**config.mk**
```make
export PLATFORM = sky130hd
export DESIGN_NAME = spi_ctrl
export DESIGN_NICKNAME = d
export VERILOG_FILES = /design/src/core/spi_ctrl_pkg.sv /design/src/core/spi_ctrl.sv
export VERILOG_INCLUDE_DIRS = /design/src /design/src/core
export SDC_FILE = /design/constraint.sdc
export NUM_CORES = 1
export LEC_CHECK = 0
export BUFFER_PORTS_ARGS = -buffer_cell sky130_fd_sc_hd__buf_2
export CAP_MARGIN = 20
export CELL_PAD_IN_SITES_DETAIL_PLACEMENT = 0
export CELL_PAD_IN_SITES_GLOBAL_PLACEMENT = 2
export CORE_MARGIN = 8
export CORE_UTILIZATION = 36
export CTS_CLUSTER_DIAMETER = 40
export DETAILED_ROUTE_END_ITERATION = 6
export GPL_TIMING_DRIVEN = 0
export HOLD_SLACK_MARGIN = 0.08
export PLACE_DENSITY = 0.95
export SLEW_MARGIN = 30
export SYNTH_ARGS = -nofsm -noshare
export SYNTH_HDL_FRONTEND = slang
export SYNTH_SLANG_ARGS = --single-unit
```
**constraint.sdc**
```tcl
create_clock -name aclk -period 5.4 [get_ports aclk]
set_input_delay 0.27 -clock aclk [delete_from_list [all_inputs] [get_ports aclk]]
set_output_delay 0.27 -clock aclk [all_outputs]
set_load 0.005 [all_outputs]
```
**src/core/spi_ctrl_defines.svh**
```systemverilog
// register indices, field positions, reset values and divider counts
`ifndef SPI_CTRL_DEFINES_SVH
`define SPI_CTRL_DEFINES_SVH
`define IDX_CONTROL_A      3'h0
`define IDX_CONTROL_B      3'h1
`define IDX_INT_ENABLES    3'h2
`define IDX_FLAGS          3'h3
`define IDX_TRANSFER_BYTE  3'h4
`define REG_COUNT          3'h5
`define REG_RESET          8'h00
`define CA_ORDER           6
`define CA_MASTER          5
`define CA_DOUBLE          4
`define CA_DIV_HI          2
`define CA_DIV_LO          1
`define CA_ENABLE          0
`define CB_BUFFERED_OPERATION_ENABLE           7
`define CB_BUFFER_WAIT_FOR_RECEIVE           6
`define CB_SSD             2
`define CB_MODE_HI         1
`define CB_MODE_LO         0
`define IE_RXC             7
`define IE_SINGLE          0
`define FB_RXC             7
`define FB_TXC             6
`define FB_SSI             4
`define HALF_DIVIDE_BY_FOUR          7'h02
`define HALF_DIV16         7'h08
`define HALF_DIV64         7'h20
`define HALF_DIVIDE_BY_128        7'h40
`define LAST_EDGE          4'hf
`define RESP_OKAY          2'h0
`define RESP_SLVERR        2'h2
`endif

```
**src/core/spi_ctrl_pkg.sv**
```systemverilog
// types shared by the serial controller
`default_nettype none
package spi_ctrl_pkg;
  typedef enum logic {ST_IDLE, ST_RUN} xfer_state_t;
  typedef enum logic [1:0] {
    divide_by_four, divide_by_16, divide_by_64, divide_by_128
  } clk_div_t;
endpackage
`default_nettype wire

```
**src/core/spi_ctrl.sv**
```systemverilog
// byte-wide serial interface, master or slave, with axi4-lite registers
// Behaviour
// - order bit 0 shifts msb first, 1 shifts lsb first
// - role bit 1 makes master, 0 makes slave
// - master with select input low drops role bit, sets normal flag, or select flag in buffer mode
// - select-disable bit 1 keeps master role regardless of select line
// - clock-double bit doubles generated serial clock in master role
// - divider field 0..3 divides peripheral clock by 4, 16, 64, 128
// - divider field has no effect in slave role
// - buffer enable gives two receive buffers, one transmit, split flags
// - wait-for-receive 0: written data enters shifter after one transfer
// - wait-for-receive 1: first write while idle, select high loads shifter
// - mode field picks sample and setup edges per clock phase
// - serial clock idles low for rising leading edge, else high
// - buffer mode: four enables gate receive, transfer, empty, select flags
// - buffer-mode enables read zero outside buffer mode
// - outside buffer mode single enable gates normal flag request
// - normal mode sets flag after a full byte shifted
// - normal flag clears when interrupt vector is taken
// - flags read with flag set then data access clears normal flag
// - outside buffer mode, data write before byte shifted out sets collision flag
// - flags read with collision set then data access clears it
// - slave select high resets slave transfer, byte abandoned
// - buffer write drops empty flag; move into shifter raises it
`include "spi_ctrl_defines.svh"
`default_nettype none
module spi_ctrl #(
  parameter int ADDR_W = 5
) (
  input  wire logic              aclk,
  input  wire logic              aresetn,
  input  wire logic [ADDR_W-1:0] awaddr,
  input  wire logic              awvalid,
  output logic                   awready,
  input  wire logic [31:0]       wdata,
  input  wire logic [3:0]        wstrb,
  input  wire logic              wvalid,
  output logic                   wready,
  output logic [1:0]             bresp,
  output logic                   bvalid,
  input  wire logic              bready,
  input  wire logic [ADDR_W-1:0] araddr,
  input  wire logic              arvalid,
  output logic                   arready,
  output logic [31:0]            rdata,
  output logic [1:0]             rresp,
  output logic                   rvalid,
  input  wire logic              rready,
  input  wire logic              ss_dir_input,
  input  wire logic              vector_ack,
  input  wire logic              sck_in,
  input  wire logic              mosi_in,
  input  wire logic              miso_in,
  input  wire logic              ss_n_in,
  output logic                   sck_out,
  output logic                   sck_oe,
  output logic                   mosi_out,
  output logic                   mosi_oe,
  output logic                   miso_out,
  output logic                   miso_oe,
  output logic                   irq_req
);
  if (ADDR_W < 5) begin : g_chk
    $error("ADDR_W must be at least 5");
  end

  function automatic logic [6:0] half_period(logic [1:0] div, logic dbl);
    logic [6:0] h;
    h = `HALF_DIVIDE_BY_FOUR;
    unique case (spi_ctrl_pkg::clk_div_t'(div))
      spi_ctrl_pkg::divide_by_four: h = `HALF_DIVIDE_BY_FOUR;
      spi_ctrl_pkg::divide_by_16:   h = `HALF_DIV16;
      spi_ctrl_pkg::divide_by_64:   h = `HALF_DIV64;
      spi_ctrl_pkg::divide_by_128:  h = `HALF_DIVIDE_BY_128;
    endcase
    return dbl ? (h >> 1) : h;
  endfunction
  function automatic logic [7:0] shift_in(logic [7:0] v, logic lsb, logic b);
    return lsb ? {b, v[7:1]} : {v[6:0], b};
  endfunction
  function automatic logic first_bit(logic [7:0] v, logic lsb);
    return lsb ? v[0] : v[7];
  endfunction
  function automatic logic addr_hit(logic [ADDR_W-1:0] a);
    return (a[1:0] == 2'h0) && ((a >> 5) == '0) && (a[4:2] < `REG_COUNT);
  endfunction

  // pin synchronisers and register state
  logic [1:0] sck_s, mosi_s, miso_s, ss_s;
  logic       sck_d_ff;
  logic       order_ff, master_ff, dbl_ff, en_ff;
  logic [1:0] clock_divider_field_ff, mode_ff;
  logic       buffered_operation_enable_ff, buffer_wait_for_receive_ff, ssd_ff;
  logic [4:0] ien_ff;
  logic       if_ff, write_collision_flag_ff, txc_ff, ssi_ff, ovf_ff, arm_if_ff, arm_wc_ff;
  logic [7:0] sr_ff, txbuf_ff, rx0_ff, rx1_ff;
  logic       txfull_ff, pending_ff, rx0_vld_ff, rx1_vld_ff, out_ff;
  spi_ctrl_pkg::xfer_state_t state_ff;
  logic [6:0] tick_cnt_ff, gap_ff;
  logic [3:0] edge_cnt_ff;
  logic       aw_got_ff, w_got_ff;
  logic [ADDR_W-1:0] awaddr_ff;
  logic [7:0] wbyte_ff;
  logic       wstrb0_ff;

  always_ff @(posedge aclk) begin
    if (!aresetn) begin
      {sck_s, mosi_s, miso_s, ss_s} <= 8'hff;
      sck_d_ff <= 1'b1;
    end else begin
      sck_s    <= {sck_s[0], sck_in};
      mosi_s   <= {mosi_s[0], mosi_in};
      miso_s   <= {miso_s[0], miso_in};
      ss_s     <= {ss_s[0], ss_n_in};
      sck_d_ff <= sck_s[1];
    end
  end

  // bus decode
  wire       aw_hs   = awvalid & awready;
  wire       w_hs    = wvalid & wready;
  wire       ar_hs   = arvalid & arready;
  wire       do_wr   = aw_got_ff & w_got_ff & ~bvalid;
  wire       wr_ok   = do_wr & addr_hit(awaddr_ff) & wstrb0_ff;
  wire [2:0] wr_idx  = awaddr_ff[4:2];
  wire       wr_ca   = wr_ok & (wr_idx == `IDX_CONTROL_A);
  wire       wr_cb   = wr_ok & (wr_idx == `IDX_CONTROL_B);
  wire       wr_ie   = wr_ok & (wr_idx == `IDX_INT_ENABLES);
  wire       wr_fl   = wr_ok & (wr_idx == `IDX_FLAGS);
  wire       wr_dt   = wr_ok & (wr_idx == `IDX_TRANSFER_BYTE);
  wire       rd_ok   = ar_hs & addr_hit(araddr);
  wire [2:0] rd_idx  = araddr[4:2];
  wire       rd_fl   = rd_ok & (rd_idx == `IDX_FLAGS);
  wire       rd_dt   = rd_ok & (rd_idx == `IDX_TRANSFER_BYTE);
  wire       data_acc = rd_dt | wr_dt;

  // transfer engine
  wire       mst        = en_ff & master_ff;
  wire       slv        = en_ff & ~master_ff;
  wire       ss_lo      = ~ss_s[1];
  wire       mode_fault = mst & ss_dir_input & ss_lo & ~ssd_ff;
  wire       cpol       = mode_ff[`CB_MODE_HI];
  wire       cpha       = mode_ff[`CB_MODE_LO];
  wire       running    = (state_ff == spi_ctrl_pkg::ST_RUN);
  wire [6:0] half_m1    = half_period(clock_divider_field_ff, dbl_ff) - 7'h01;
  wire       tick       = running & (tick_cnt_ff == 7'h00);
  wire       s_rise     = sck_s[1] & ~sck_d_ff;
  wire       s_fall     = ~sck_s[1] & sck_d_ff;
  wire       s_edge     = slv & ss_lo & (s_rise | s_fall);
  wire       s_lead     = (s_rise & ~cpol) | (s_fall & cpol);
  wire       any_edge   = tick | s_edge;
  wire       lead       = mst ? ~edge_cnt_ff[0] : s_lead;
  wire       sample_ev  = any_edge & (lead ^ cpha);
  wire       setup_ev   = any_edge & ~(lead ^ cpha);
  wire       done_ev    = any_edge & (edge_cnt_ff == `LAST_EDGE);
  wire       in_bit     = mst ? miso_s[1] : mosi_s[1];
  wire [7:0] shifted    = shift_in(sr_ff, order_ff, in_bit);
  wire [7:0] rx_byte    = sample_ev ? shifted : sr_ff;
  wire       busy       = running | (edge_cnt_ff != 4'h0);
  wire       abort      = ~en_ff | (slv & ~ss_lo) | mode_fault;
  wire       direct_ok  = buffered_operation_enable_ff
                          ? (buffer_wait_for_receive_ff & en_ff & ~ss_lo & ~busy
                             & ~pending_ff & ~txfull_ff)
                          : ~busy;
  wire       wr_to_sr   = wr_dt & direct_ok;
  wire       wr_to_buf  = wr_dt & buffered_operation_enable_ff & ~direct_ok & ~txfull_ff;
  wire       move_tx    = done_ev & buffered_operation_enable_ff & txfull_ff;
  wire       start      = mst & ~running & ~mode_fault
                          & (pending_ff | (buffered_operation_enable_ff & txfull_ff));
  wire       dre        = ~txfull_ff;

  always_ff @(posedge aclk) begin
    if (!aresetn || abort || done_ev) begin
      state_ff <= spi_ctrl_pkg::ST_IDLE;
    end else if (start) begin
      state_ff <= spi_ctrl_pkg::ST_RUN;
    end
  end

  always_ff @(posedge aclk) begin
    if (!aresetn || !running || tick) begin
      tick_cnt_ff <= half_m1;
    end else begin
      tick_cnt_ff <= tick_cnt_ff - 7'h01;
    end
  end

  always_ff @(posedge aclk) begin
    if (!aresetn || abort) begin
      edge_cnt_ff <= 4'h0;
    end else if (any_edge) begin
      edge_cnt_ff <= edge_cnt_ff + 4'h1;
    end
  end

  always_ff @(posedge aclk) begin
    if (!aresetn) begin
      sr_ff <= `REG_RESET;
    end else if (move_tx) begin
      sr_ff <= txbuf_ff;
    end else if (done_ev) begin
      sr_ff <= rx_byte;
    end else if (sample_ev) begin
      sr_ff <= shifted;
    end else if (wr_to_sr) begin
      sr_ff <= wbyte_ff;
    end
  end

  always_ff @(posedge aclk) begin
    if (!aresetn) begin
      pending_ff <= 1'b0;
      txfull_ff  <= 1'b0;
      txbuf_ff   <= `REG_RESET;
    end else begin
      if (wr_to_sr || move_tx) begin
        pending_ff <= 1'b1;
      end else if (start || !en_ff || (s_edge && !busy)) begin
        pending_ff <= 1'b0;
      end
      if (wr_to_buf) begin
        txfull_ff <= 1'b1;
        txbuf_ff  <= wbyte_ff;
      end else if (move_tx || !buffered_operation_enable_ff) begin
        txfull_ff <= 1'b0;
      end
    end
  end

  always_ff @(posedge aclk) begin
    if (!aresetn) begin
      out_ff <= 1'b0;
    end else if (!busy || setup_ev) begin
      out_ff <= first_bit(sr_ff, order_ff);
    end
  end

  always_ff @(posedge aclk) begin
    if (!aresetn) begin
      sck_out <= 1'b0;
      sck_oe  <= 1'b0;
      mosi_oe <= 1'b0;
      miso_oe <= 1'b0;
    end else begin
      sck_out <= running ? (sck_out ^ tick) : cpol;
      sck_oe  <= mst;
      mosi_oe <= mst;
      miso_oe <= slv & ss_lo;
    end
  end
  assign mosi_out = out_ff;
  assign miso_out = out_ff;

  // receive buffers: pop on read, then push the finished byte
  wire pop   = rd_dt & buffered_operation_enable_ff;
  wire flush = wr_fl & buffered_operation_enable_ff & wbyte_ff[`FB_RXC];
  wire v1a   = pop ? rx0_vld_ff : rx1_vld_ff;
  wire v0a   = ~pop & rx0_vld_ff;
  always_ff @(posedge aclk) begin
    if (!aresetn) begin
      {rx0_vld_ff, rx1_vld_ff} <= 2'h0;
      rx0_ff <= `REG_RESET;
      rx1_ff <= `REG_RESET;
    end else begin
      rx1_vld_ff <= ~flush & (v1a | (done_ev & buffered_operation_enable_ff));
      rx0_vld_ff <= ~flush & (v0a | (done_ev & buffered_operation_enable_ff & v1a));
      if (pop) begin
        rx1_ff <= rx0_ff;
      end
      if (done_ev && (!buffered_operation_enable_ff || !v1a)) begin
        rx1_ff <= rx_byte;
      end else if (done_ev && !v0a) begin
        rx0_ff <= rx_byte;
      end
    end
  end

  // flags
  always_ff @(posedge aclk) begin
    if (!aresetn) begin
      {if_ff, write_collision_flag_ff, txc_ff, ssi_ff, ovf_ff} <= 5'h00;
      {arm_if_ff, arm_wc_ff} <= 2'h0;
    end else begin
      if ((done_ev && !buffered_operation_enable_ff) || (mode_fault && !buffered_operation_enable_ff)) begin
        if_ff <= 1'b1;
      end else if (vector_ack || (data_acc && arm_if_ff)) begin
        if_ff <= 1'b0;
      end
      if (wr_dt && !buffered_operation_enable_ff && busy) begin
        write_collision_flag_ff <= 1'b1;
      end else if (data_acc && arm_wc_ff) begin
        write_collision_flag_ff <= 1'b0;
      end
      if (rd_fl && !buffered_operation_enable_ff) begin
        arm_if_ff <= if_ff;
        arm_wc_ff <= write_collision_flag_ff;
      end else if (data_acc) begin
        {arm_if_ff, arm_wc_ff} <= 2'h0;
      end
      if (done_ev && buffered_operation_enable_ff && !txfull_ff) begin
        txc_ff <= 1'b1;
      end else if (wr_fl && wbyte_ff[`FB_TXC]) begin
        txc_ff <= 1'b0;
      end
      if (mode_fault && buffered_operation_enable_ff) begin
        ssi_ff <= 1'b1;
      end else if (wr_fl && wbyte_ff[`FB_SSI]) begin
        ssi_ff <= 1'b0;
      end
      if (done_ev && buffered_operation_enable_ff && v1a && v0a) begin
        ovf_ff <= 1'b1;
      end else if (pop || flush) begin
        ovf_ff <= 1'b0;
      end
    end
  end

  // control registers
  always_ff @(posedge aclk) begin
    if (!aresetn) begin
      {order_ff, master_ff, dbl_ff, clock_divider_field_ff, en_ff} <= 6'h00;
      {buffered_operation_enable_ff, buffer_wait_for_receive_ff, ssd_ff, mode_ff} <= 5'h00;
      ien_ff <= 5'h00;
    end else begin
      if (wr_ca) begin
        order_ff  <= wbyte_ff[`CA_ORDER];
        master_ff <= wbyte_ff[`CA_MASTER];
        dbl_ff    <= wbyte_ff[`CA_DOUBLE];
        clock_divider_field_ff  <= wbyte_ff[`CA_DIV_HI:`CA_DIV_LO];
        en_ff     <= wbyte_ff[`CA_ENABLE];
      end else if (mode_fault) begin
        master_ff <= 1'b0;
      end
      if (wr_cb) begin
        buffered_operation_enable_ff <= wbyte_ff[`CB_BUFFERED_OPERATION_ENABLE];
        buffer_wait_for_receive_ff <= wbyte_ff[`CB_BUFFER_WAIT_FOR_RECEIVE];
        ssd_ff   <= wbyte_ff[`CB_SSD];
        mode_ff  <= wbyte_ff[`CB_MODE_HI:`CB_MODE_LO];
      end
      if (wr_ie) begin
        ien_ff <= {wbyte_ff[`IE_RXC:`FB_SSI], wbyte_ff[`IE_SINGLE]};
      end
    end
  end

  wire [3:0] buf_flags = {rx1_vld_ff, txc_ff, dre, ssi_ff};
  always_ff @(posedge aclk) begin
    if (!aresetn) begin
      irq_req <= 1'b0;
    end else begin
      irq_req <= buffered_operation_enable_ff ? |(buf_flags & ien_ff[4:1])
                          : (ien_ff[0] & if_ff);
    end
  end

  // register read mux
  logic [7:0] rd_val;
  always_comb begin
    rd_val = `REG_RESET;
    unique case (rd_idx)
      `IDX_CONTROL_A: rd_val = {1'b0, order_ff, master_ff, dbl_ff,
                                1'b0, clock_divider_field_ff, en_ff};
      `IDX_CONTROL_B: rd_val = {buffered_operation_enable_ff, buffer_wait_for_receive_ff, 3'h0, ssd_ff, mode_ff};
      `IDX_INT_ENABLES: rd_val = {buffered_operation_enable_ff ? ien_ff[4:1] : 4'h0,
                                  3'h0, ien_ff[0]};
      `IDX_FLAGS: rd_val = buffered_operation_enable_ff ? {buf_flags, 3'h0, ovf_ff}
                                    : {if_ff, write_collision_flag_ff, 6'h00};
      `IDX_TRANSFER_BYTE: rd_val = rx1_ff;
      default: rd_val = `REG_RESET;
    endcase
  end

  // axi4-lite slave, one write and one read at a time
  always_ff @(posedge aclk) begin
    if (!aresetn) begin
      {aw_got_ff, w_got_ff, bvalid} <= 3'h0;
      {awready, wready} <= 2'h3;
      awaddr_ff <= '0;
      wbyte_ff  <= `REG_RESET;
      wstrb0_ff <= 1'b0;
      bresp     <= `RESP_OKAY;
    end else begin
      if (aw_hs) begin
        aw_got_ff <= 1'b1;
        awready   <= 1'b0;
        awaddr_ff <= awaddr;
      end
      if (w_hs) begin
        w_got_ff  <= 1'b1;
        wready    <= 1'b0;
        wbyte_ff  <= wdata[7:0];
        wstrb0_ff <= wstrb[0];
      end
      if (do_wr) begin
        {aw_got_ff, w_got_ff} <= 2'h0;
        bvalid <= 1'b1;
        bresp  <= addr_hit(awaddr_ff) ? `RESP_OKAY : `RESP_SLVERR;
      end
      if (bvalid && bready) begin
        bvalid  <= 1'b0;
        awready <= 1'b1;
        wready  <= 1'b1;
      end
    end
  end

  always_ff @(posedge aclk) begin
    if (!aresetn) begin
      arready <= 1'b1;
      rvalid  <= 1'b0;
      rdata   <= 32'h0;
      rresp   <= `RESP_OKAY;
    end else if (ar_hs) begin
      arready <= 1'b0;
      rvalid  <= 1'b1;
      rdata   <= {24'h0, addr_hit(araddr) ? rd_val : `REG_RESET};
      rresp   <= addr_hit(araddr) ? `RESP_OKAY : `RESP_SLVERR;
    end else if (rvalid && rready) begin
      rvalid  <= 1'b0;
      arready <= 1'b1;
    end
  end

  // checks
  always_ff @(posedge aclk) begin
    if (!aresetn || tick || !running) begin
      gap_ff <= 7'h00;
    end else begin
      gap_ff <= gap_ff + 7'h01;
    end
  end
endmodule
`default_nettype wire

```
=== Yosys cells after proc, flatten, opt, wreduce, memory -nomap -nowiden ===
Index checks and enable logic that the tools add are counted.

* Register bits after elaboration: 118
* Bits in latches: 0
* RAM bits: 0
* Bits in read-only memories: 0
* Output and inout port bits: 48
* Word-level logic and storage cells: 267
* Memories kept: 0

* $add $sub $neg: 3
* Multiply operators: 0
* Div/mod/pow operators: 0
* Magnitude comparators: 2
* Equal/unequal tests: 12
* Shift-type cells: 0
* Multiplexer cells: 47
* Bitwise operators: 87
* Reductions and logical operators: 65

{| class="wikitable"
|+ Operators with widths
! operator !! count
|-
| $mux 8 || 10
|-
| $and 1x1->1 || 54
|-
| $pmux 8 s5 || 1
|-
| $mux 1 || 30
|-
| $pmux 7 s4 || 1
|-
| $reduce_bool 2->1 || 11
|-
| $logic_and 1x1->1 || 21
|-
| $not 1->1 || 20
|-
| $mux 7 || 2
|-
| $sub 7x1->7 const B || 2
|-
| $logic_or 1x1->1 || 13
|-
| $eq 3x2->1 const B || 4
|-
| $or 1x1->1 || 10
|-
| $logic_not 1->1 || 8
|-
| $reduce_bool 4->1 || 2
|-
| $logic_not 7->1 || 1
|-
| $eq 3x1->1 const B || 2
|-
| $eq 3x3->1 const B || 2
|-
| $logic_not 2->1 || 3
|-
| $logic_not 3->1 || 2
|-
| $lt 3x3->1 const B || 2
|-
| $add 4x1->4 const B || 1
|-
| $and 4x4->4 || 1
|-
| $eq 2x2->1 const B || 2
|-
| 8 further kinds || 11
|}

=== Depth between registers and ports, before layout ===
* Word-level depth: 12
* Depth in mapped cells: 11

=== Worst setup path before layout ===
OpenSTA, ideal clock, no wires.

* Path kind: register to register
* Start: register tick_cnt_ff[3]
* End: register tick_cnt_ff[6]
* Arrival time: 2,237 ps
* Slack: 3,031 ps
* Cell stages (with the launch flop): 10
* Path buffers: 1
* Period minus slack after synthesis: 2,369 ps
* Path through: dfxtp_1 > nor4_1 > a21oi_1 > clkbuf_1 > a21oi_1 > ha_1 > o311ai_0 > or3_1 > xor2_1 > a21oi_1

* Longest elaborated chain between the ends: 4
* Elaborated cells on any way between the ends: 5
* Classes of those cells: add/sub (1); mux (1); bitwise (1); reduce/logical (2)

{| class="wikitable"
|+ Ends and longest elaborated chain
! item !! line !! source
|-
| from (decl) || spi_ctrl.sv:99 || <nowiki>logic [6:0] tick_cnt_ff, gap_ff;</nowiki>
|-
| from (signal assigned) || spi_ctrl.sv:182 || <nowiki>tick_cnt_ff <= half_m1;</nowiki>
|-
| from (signal assigned) || spi_ctrl.sv:184 || <nowiki>tick_cnt_ff <= tick_cnt_ff - 7'h01;</nowiki>
|-
| branches (longest 3 deep; another with $sub 7x1->7) || n/a ||
|-
| $mux 7 (*) || spi_ctrl.sv:181 || <nowiki>if (!aresetn || !running || tick) begin</nowiki>
|}

Every way passes the cells marked *.
A chain may end at the register's enable or synchronous reset.

=== Worst setup path after layout ===
Same ends and word-level chain as after synthesis.

==> results_tabular.tex <==
\begin{tabular}{lr}
\hline
Metric & Value \\
\hline
\multicolumn{2}{l}{\textbf{Critical path}} \\
\quad Worst-path maximum fanout & 10 \\
\quad CP startpoint & tick\_cnt\_ff[3] \\
\quad Worst Reg2Reg Path Length in Cells & 9 \\
\quad Sort of element at the start of the critical path & flop \\
\quad Required time reported for the critical path endpoint & 5.69 ns \\
\quad Critical path endpoint & tick\_cnt\_ff[6] \\
\quad Critical R2R Capture & tick\_cnt\_ff[6] \\
\quad Minimum setup slack among reg-to-reg paths & between 2 and 3 ns \\
\quad Worst setup path class & reg2reg \\
\quad Worst R2R Start & tick\_cnt\_ff[3] \\
\quad Endpoint class of the critical path & flop \\
\quad Endpoint arrival time on the critical path & 3.13 ns \\
\multicolumn{2}{l}{\textbf{STA}} \\
\quad Final worst hold slack & between 0.1 and 0.15 ns \\
\quad Slew Viols, Final & 0 \\
\quad Final Critical Period & 2.84 ns \\
\quad Setup TNS & 0 ns \\
\quad Share of the clock period used by the worst path after layout & 0.526 \\
\quad Worst slew slack as a fraction of its limit & 0.381 \\
\quad \# setup viols final & 0 \\
\quad Measured slew at the worst slew-check pin & approximately 0.92 ns \\
\quad Final Hold Viols & 0 \\
\quad Layout Skew & about 0.011 ns \\
\quad Achievable frequency & 352 MHz \\
\quad RSZ-0062 raised after global routing & no \\
\multicolumn{2}{l}{\textbf{Final layout}} \\
\quad N\_diodes & 0 \\
\quad Leading cell type in the layout, fill and taps excluded & sky130\_fd\_sc\_hd\_\_dfxtp\_1 \\
\quad Filler cells & around 1600 \\
\quad Synthesis-to-layout area growth & 21.8\% \\
\quad Utilization of the core after routing & 0.447 \\
\quad Post-route insts no fill & 988 \\
\quad Share of cells above drive strength 1 & 0.193 \\
\quad Most frequent cells in the layout & sky130\_fd\_sc\_hd\_\_dfxtp\_1, sky130\_fd\_sc\_hd\_\_nand2\_1, sky130\_fd\_sc\_hd\_\_buf\_2 \\
\quad Number of nets in the layout & 823 \\
\multicolumn{2}{l}{\textbf{Clock tree}} \\
\quad H-tree Lvls & 4 \\
\quad Post\_cts resized & 0 \\
\quad TritonCTS clock tree & done \\
\quad Root Buffer Master & sky130\_fd\_sc\_hd\_\_clkbuf\_16 \\
\quad CTS buffer count & 17 \\
\quad Num Clock Sinks & 116 \\
\quad Number of hold-repair buffers added at the cts stage & 5 \\
\quad Number of buffers on the longest clock path & 2 \\
\quad Setup bufs post-CTS & 0 \\
\quad Worst-Skew Late Latency & approximately 0.42 ns \\
\quad Clock-pin slew on the worst setup and hold paths & roughly 0.050 ns \\
\multicolumn{2}{l}{\textbf{Global route}} \\
\quad Pin count of the biggest net entering global routing & 17 \\
\quad First-pass GRT wire length & 25200 um \\
\quad Gr usage total & 0.160 \\
\quad Number of antenna violations at the first check in global routing & 0 \\
\quad Vias in the first global route & 4850 \\
\quad Aggregate global routing overflow & 0 \\
\multicolumn{2}{l}{\textbf{Route}} \\
\quad Ratio of routed vias to standard cells & 4.93 \\
\quad Topmost layer with routed signal wires & met4 \\
\quad Final wirelength & 15800 um \\
\quad Total routed wire length on the met1 layer & just over 7000 um \\
\quad Met3 routed wirelength & 783 um \\
\quad Drt first-iter violations & 345 \\
\quad Number of DRC violations after detailed routing & 0 \\
\quad Met2 wire length & 7400 um \\
\quad Vias & 4869 \\
\quad Routed len/inst & about 16 um \\
\quad ANT nets after route & 0 \\
\quad DRT Pass-1 Iters & 5 \\
\multicolumn{2}{l}{\textbf{Floorplan}} \\
\quad Starting density of the core & 0.367 \\
\quad Number of primary I/O pins & 107 \\
\quad Rows & 46 \\
\quad Placeable core region & around 16000 sq um \\
\quad Horizontal die dimension & 143 um \\
\quad Area of the die & 20500 sq um \\
\quad Die extent in y & 143 um \\
\multicolumn{2}{l}{\textbf{Synthesis}} \\
\quad Most used flip-flop cell after synthesis & sky130\_fd\_sc\_hd\_\_dfxtp\_1 \\
\quad Distinct cells, synth & between 60 and 70 \\
\quad Number of enable flip-flop cells after synthesis & 0 \\
\quad Number of cells produced by synthesis & 659 \\
\quad Synthesis warning total & 0 \\
\quad Share of the yosys chip area belonging to registers & 0.400 \\
\quad Share of async-settable or async-resettable flops after synthesis & 0 \\
\quad Flip-flop and latch count after synthesis & 116 \\
\quad Per-instance average area after synthesis & 8.81 sq um \\
\quad Post-synthesis cell area & 5810 sq um \\
\multicolumn{2}{l}{\textbf{Power}} \\
\quad Static Leakage & just under 3 nW \\
\quad Pwr per Cell Area & 298 nW/um\^{}2 \\
\quad Peak VDD IR & between 200 and 250 uV \\
\multicolumn{2}{l}{\textbf{Placement}} \\
\quad Last weighted congestion value of the routability-driven placer & 0.921 \\
\quad Quantity of I/O buffers inserted on ports & between 50 and 60 \\
\quad Placed insts & 951 \\
\quad Placed wire-length estimate after detailed placement & around 12000 um \\
\multicolumn{2}{l}{\textbf{Hold path}} \\
\quad Class of the most critical hold timing path & in2reg \\
\multicolumn{2}{l}{\textbf{Job}} \\
\quad Number of violations of the max-capacitance limit & 0 \\
\multicolumn{2}{l}{\textbf{Status}} \\
\quad Status & finished clean \\
\hline
\end{tabular}
critical path, cell delays in order (launching register included):
cell and delay [ns]:
sky130_fd_sc_hd__dfxtp_1 0.33, sky130_fd_sc_hd__nor4_1 0.51, sky130_fd_sc_hd__a21oi_1 0.27, sky130_fd_sc_hd__clkbuf_1 0.26, sky130_fd_sc_hd__a21oi_1 0.23, sky130_fd_sc_hd__ha_1 0.27, sky130_fd_sc_hd__o311ai_0 0.26, sky130_fd_sc_hd__or3_1 0.38
sky130_fd_sc_hd__xor2_1 0.14, sky130_fd_sc_hd__a21oi_1 0.08
Yosys cell counts (all sizes together) (10+ instances only):
library cell,number,area share
and2,10,0.011
nor3,12,0.012
clkbuf,24,0.016
nand2b,11,0.012
mux2,14,0.027
nor2b,49,0.053
inv,13,0.0084
a31oi,10,0.011
nand2,74,0.048
o21ai,25,0.022
dfxtp,116,0.40
mux2i,47,0.081
a21oi,34,0.029
nor2,31,0.020
buf,42,0.054
a21boi,24,0.031
nand3,24,0.021
worst min path at each step:
stage                    from           to  depth (start not counted)
CTS                  wdata[2]  wbyte_ff[2]                          3
finish               wdata[2]  wbyte_ff[2]                          3
global route         wdata[6]  wbyte_ff[6]                          3
floorplan             awvalid      awready                          1
global placement    mosi_s[0]    mosi_s[1]                          1
detailed placement  mosi_s[0]    mosi_s[1]                          1
metal layers:
layer	GRT usage	vias up
met5	0	-
met4	0.0783	0
met3	0.0474	27
met2	0.258	119
met1	0.190	2267
li1	-	2456
cell type report:
cell class,instances,area (sq um),share of cell area
Tap cell,216,270,0.0382
Timing Repair Buffer,56,305,0.0431
Multi-Input combinational cell,488,3120,0.442
Buffer,66,403,0.0569
Sequential cell,116,2320,0.328
Clock buffer,23,498,0.0704
Inverter,14,52.6,0.00743
Clock inverter,9,100,0.0141
flip-flops by register name, summed over array words and instances (netlist names), 4 cells and up:
name and cells:
ien_ff 5, rx1_ff 8, tick_cnt_ff 7, txbuf_ff 8, wbyte_ff 8, rdata 8
rx0_ff 8, edge_cnt_ff 4, sr_ff 8, awaddr_ff 5
power by group:
part | total [mW] | switching [mW] | internal [mW]
clock | 1.12 | 0.386 | 0.735
combinational | 0.104 | 0.0556 | 0.0483
sequential | 0.885 | 0.0142 | 0.871
cells by family after synthesis:
| group | synth area share |
|---|---|
| and+or+nand+nor | 0.221 |
| DFF | 0.400 |
| buffers and inverters | 0.0784 |
| AOI/OAI and AO/OA | 0.169 |
| xor gates and xnor gates | 0.0121 |
| muxes | 0.108 |
| other | 0.000646 |
| adders and majority gates | 0.0108 |
per-stage QoR:
stage	setup WS, ns	instance area (sq um)	total power, mW
5_1_grt	2.25	7080	2.19
3_3_place_gp	2.70	6430	1.00
6_report	2.56	7080	2.11
4_1_cts	2.58	7080	2.13
3_5_place_dp	2.59	6430	1.00
2_1_floorplan	3.03	5900	0.964
Note: power is estimated with default switching activity, not from simulation.
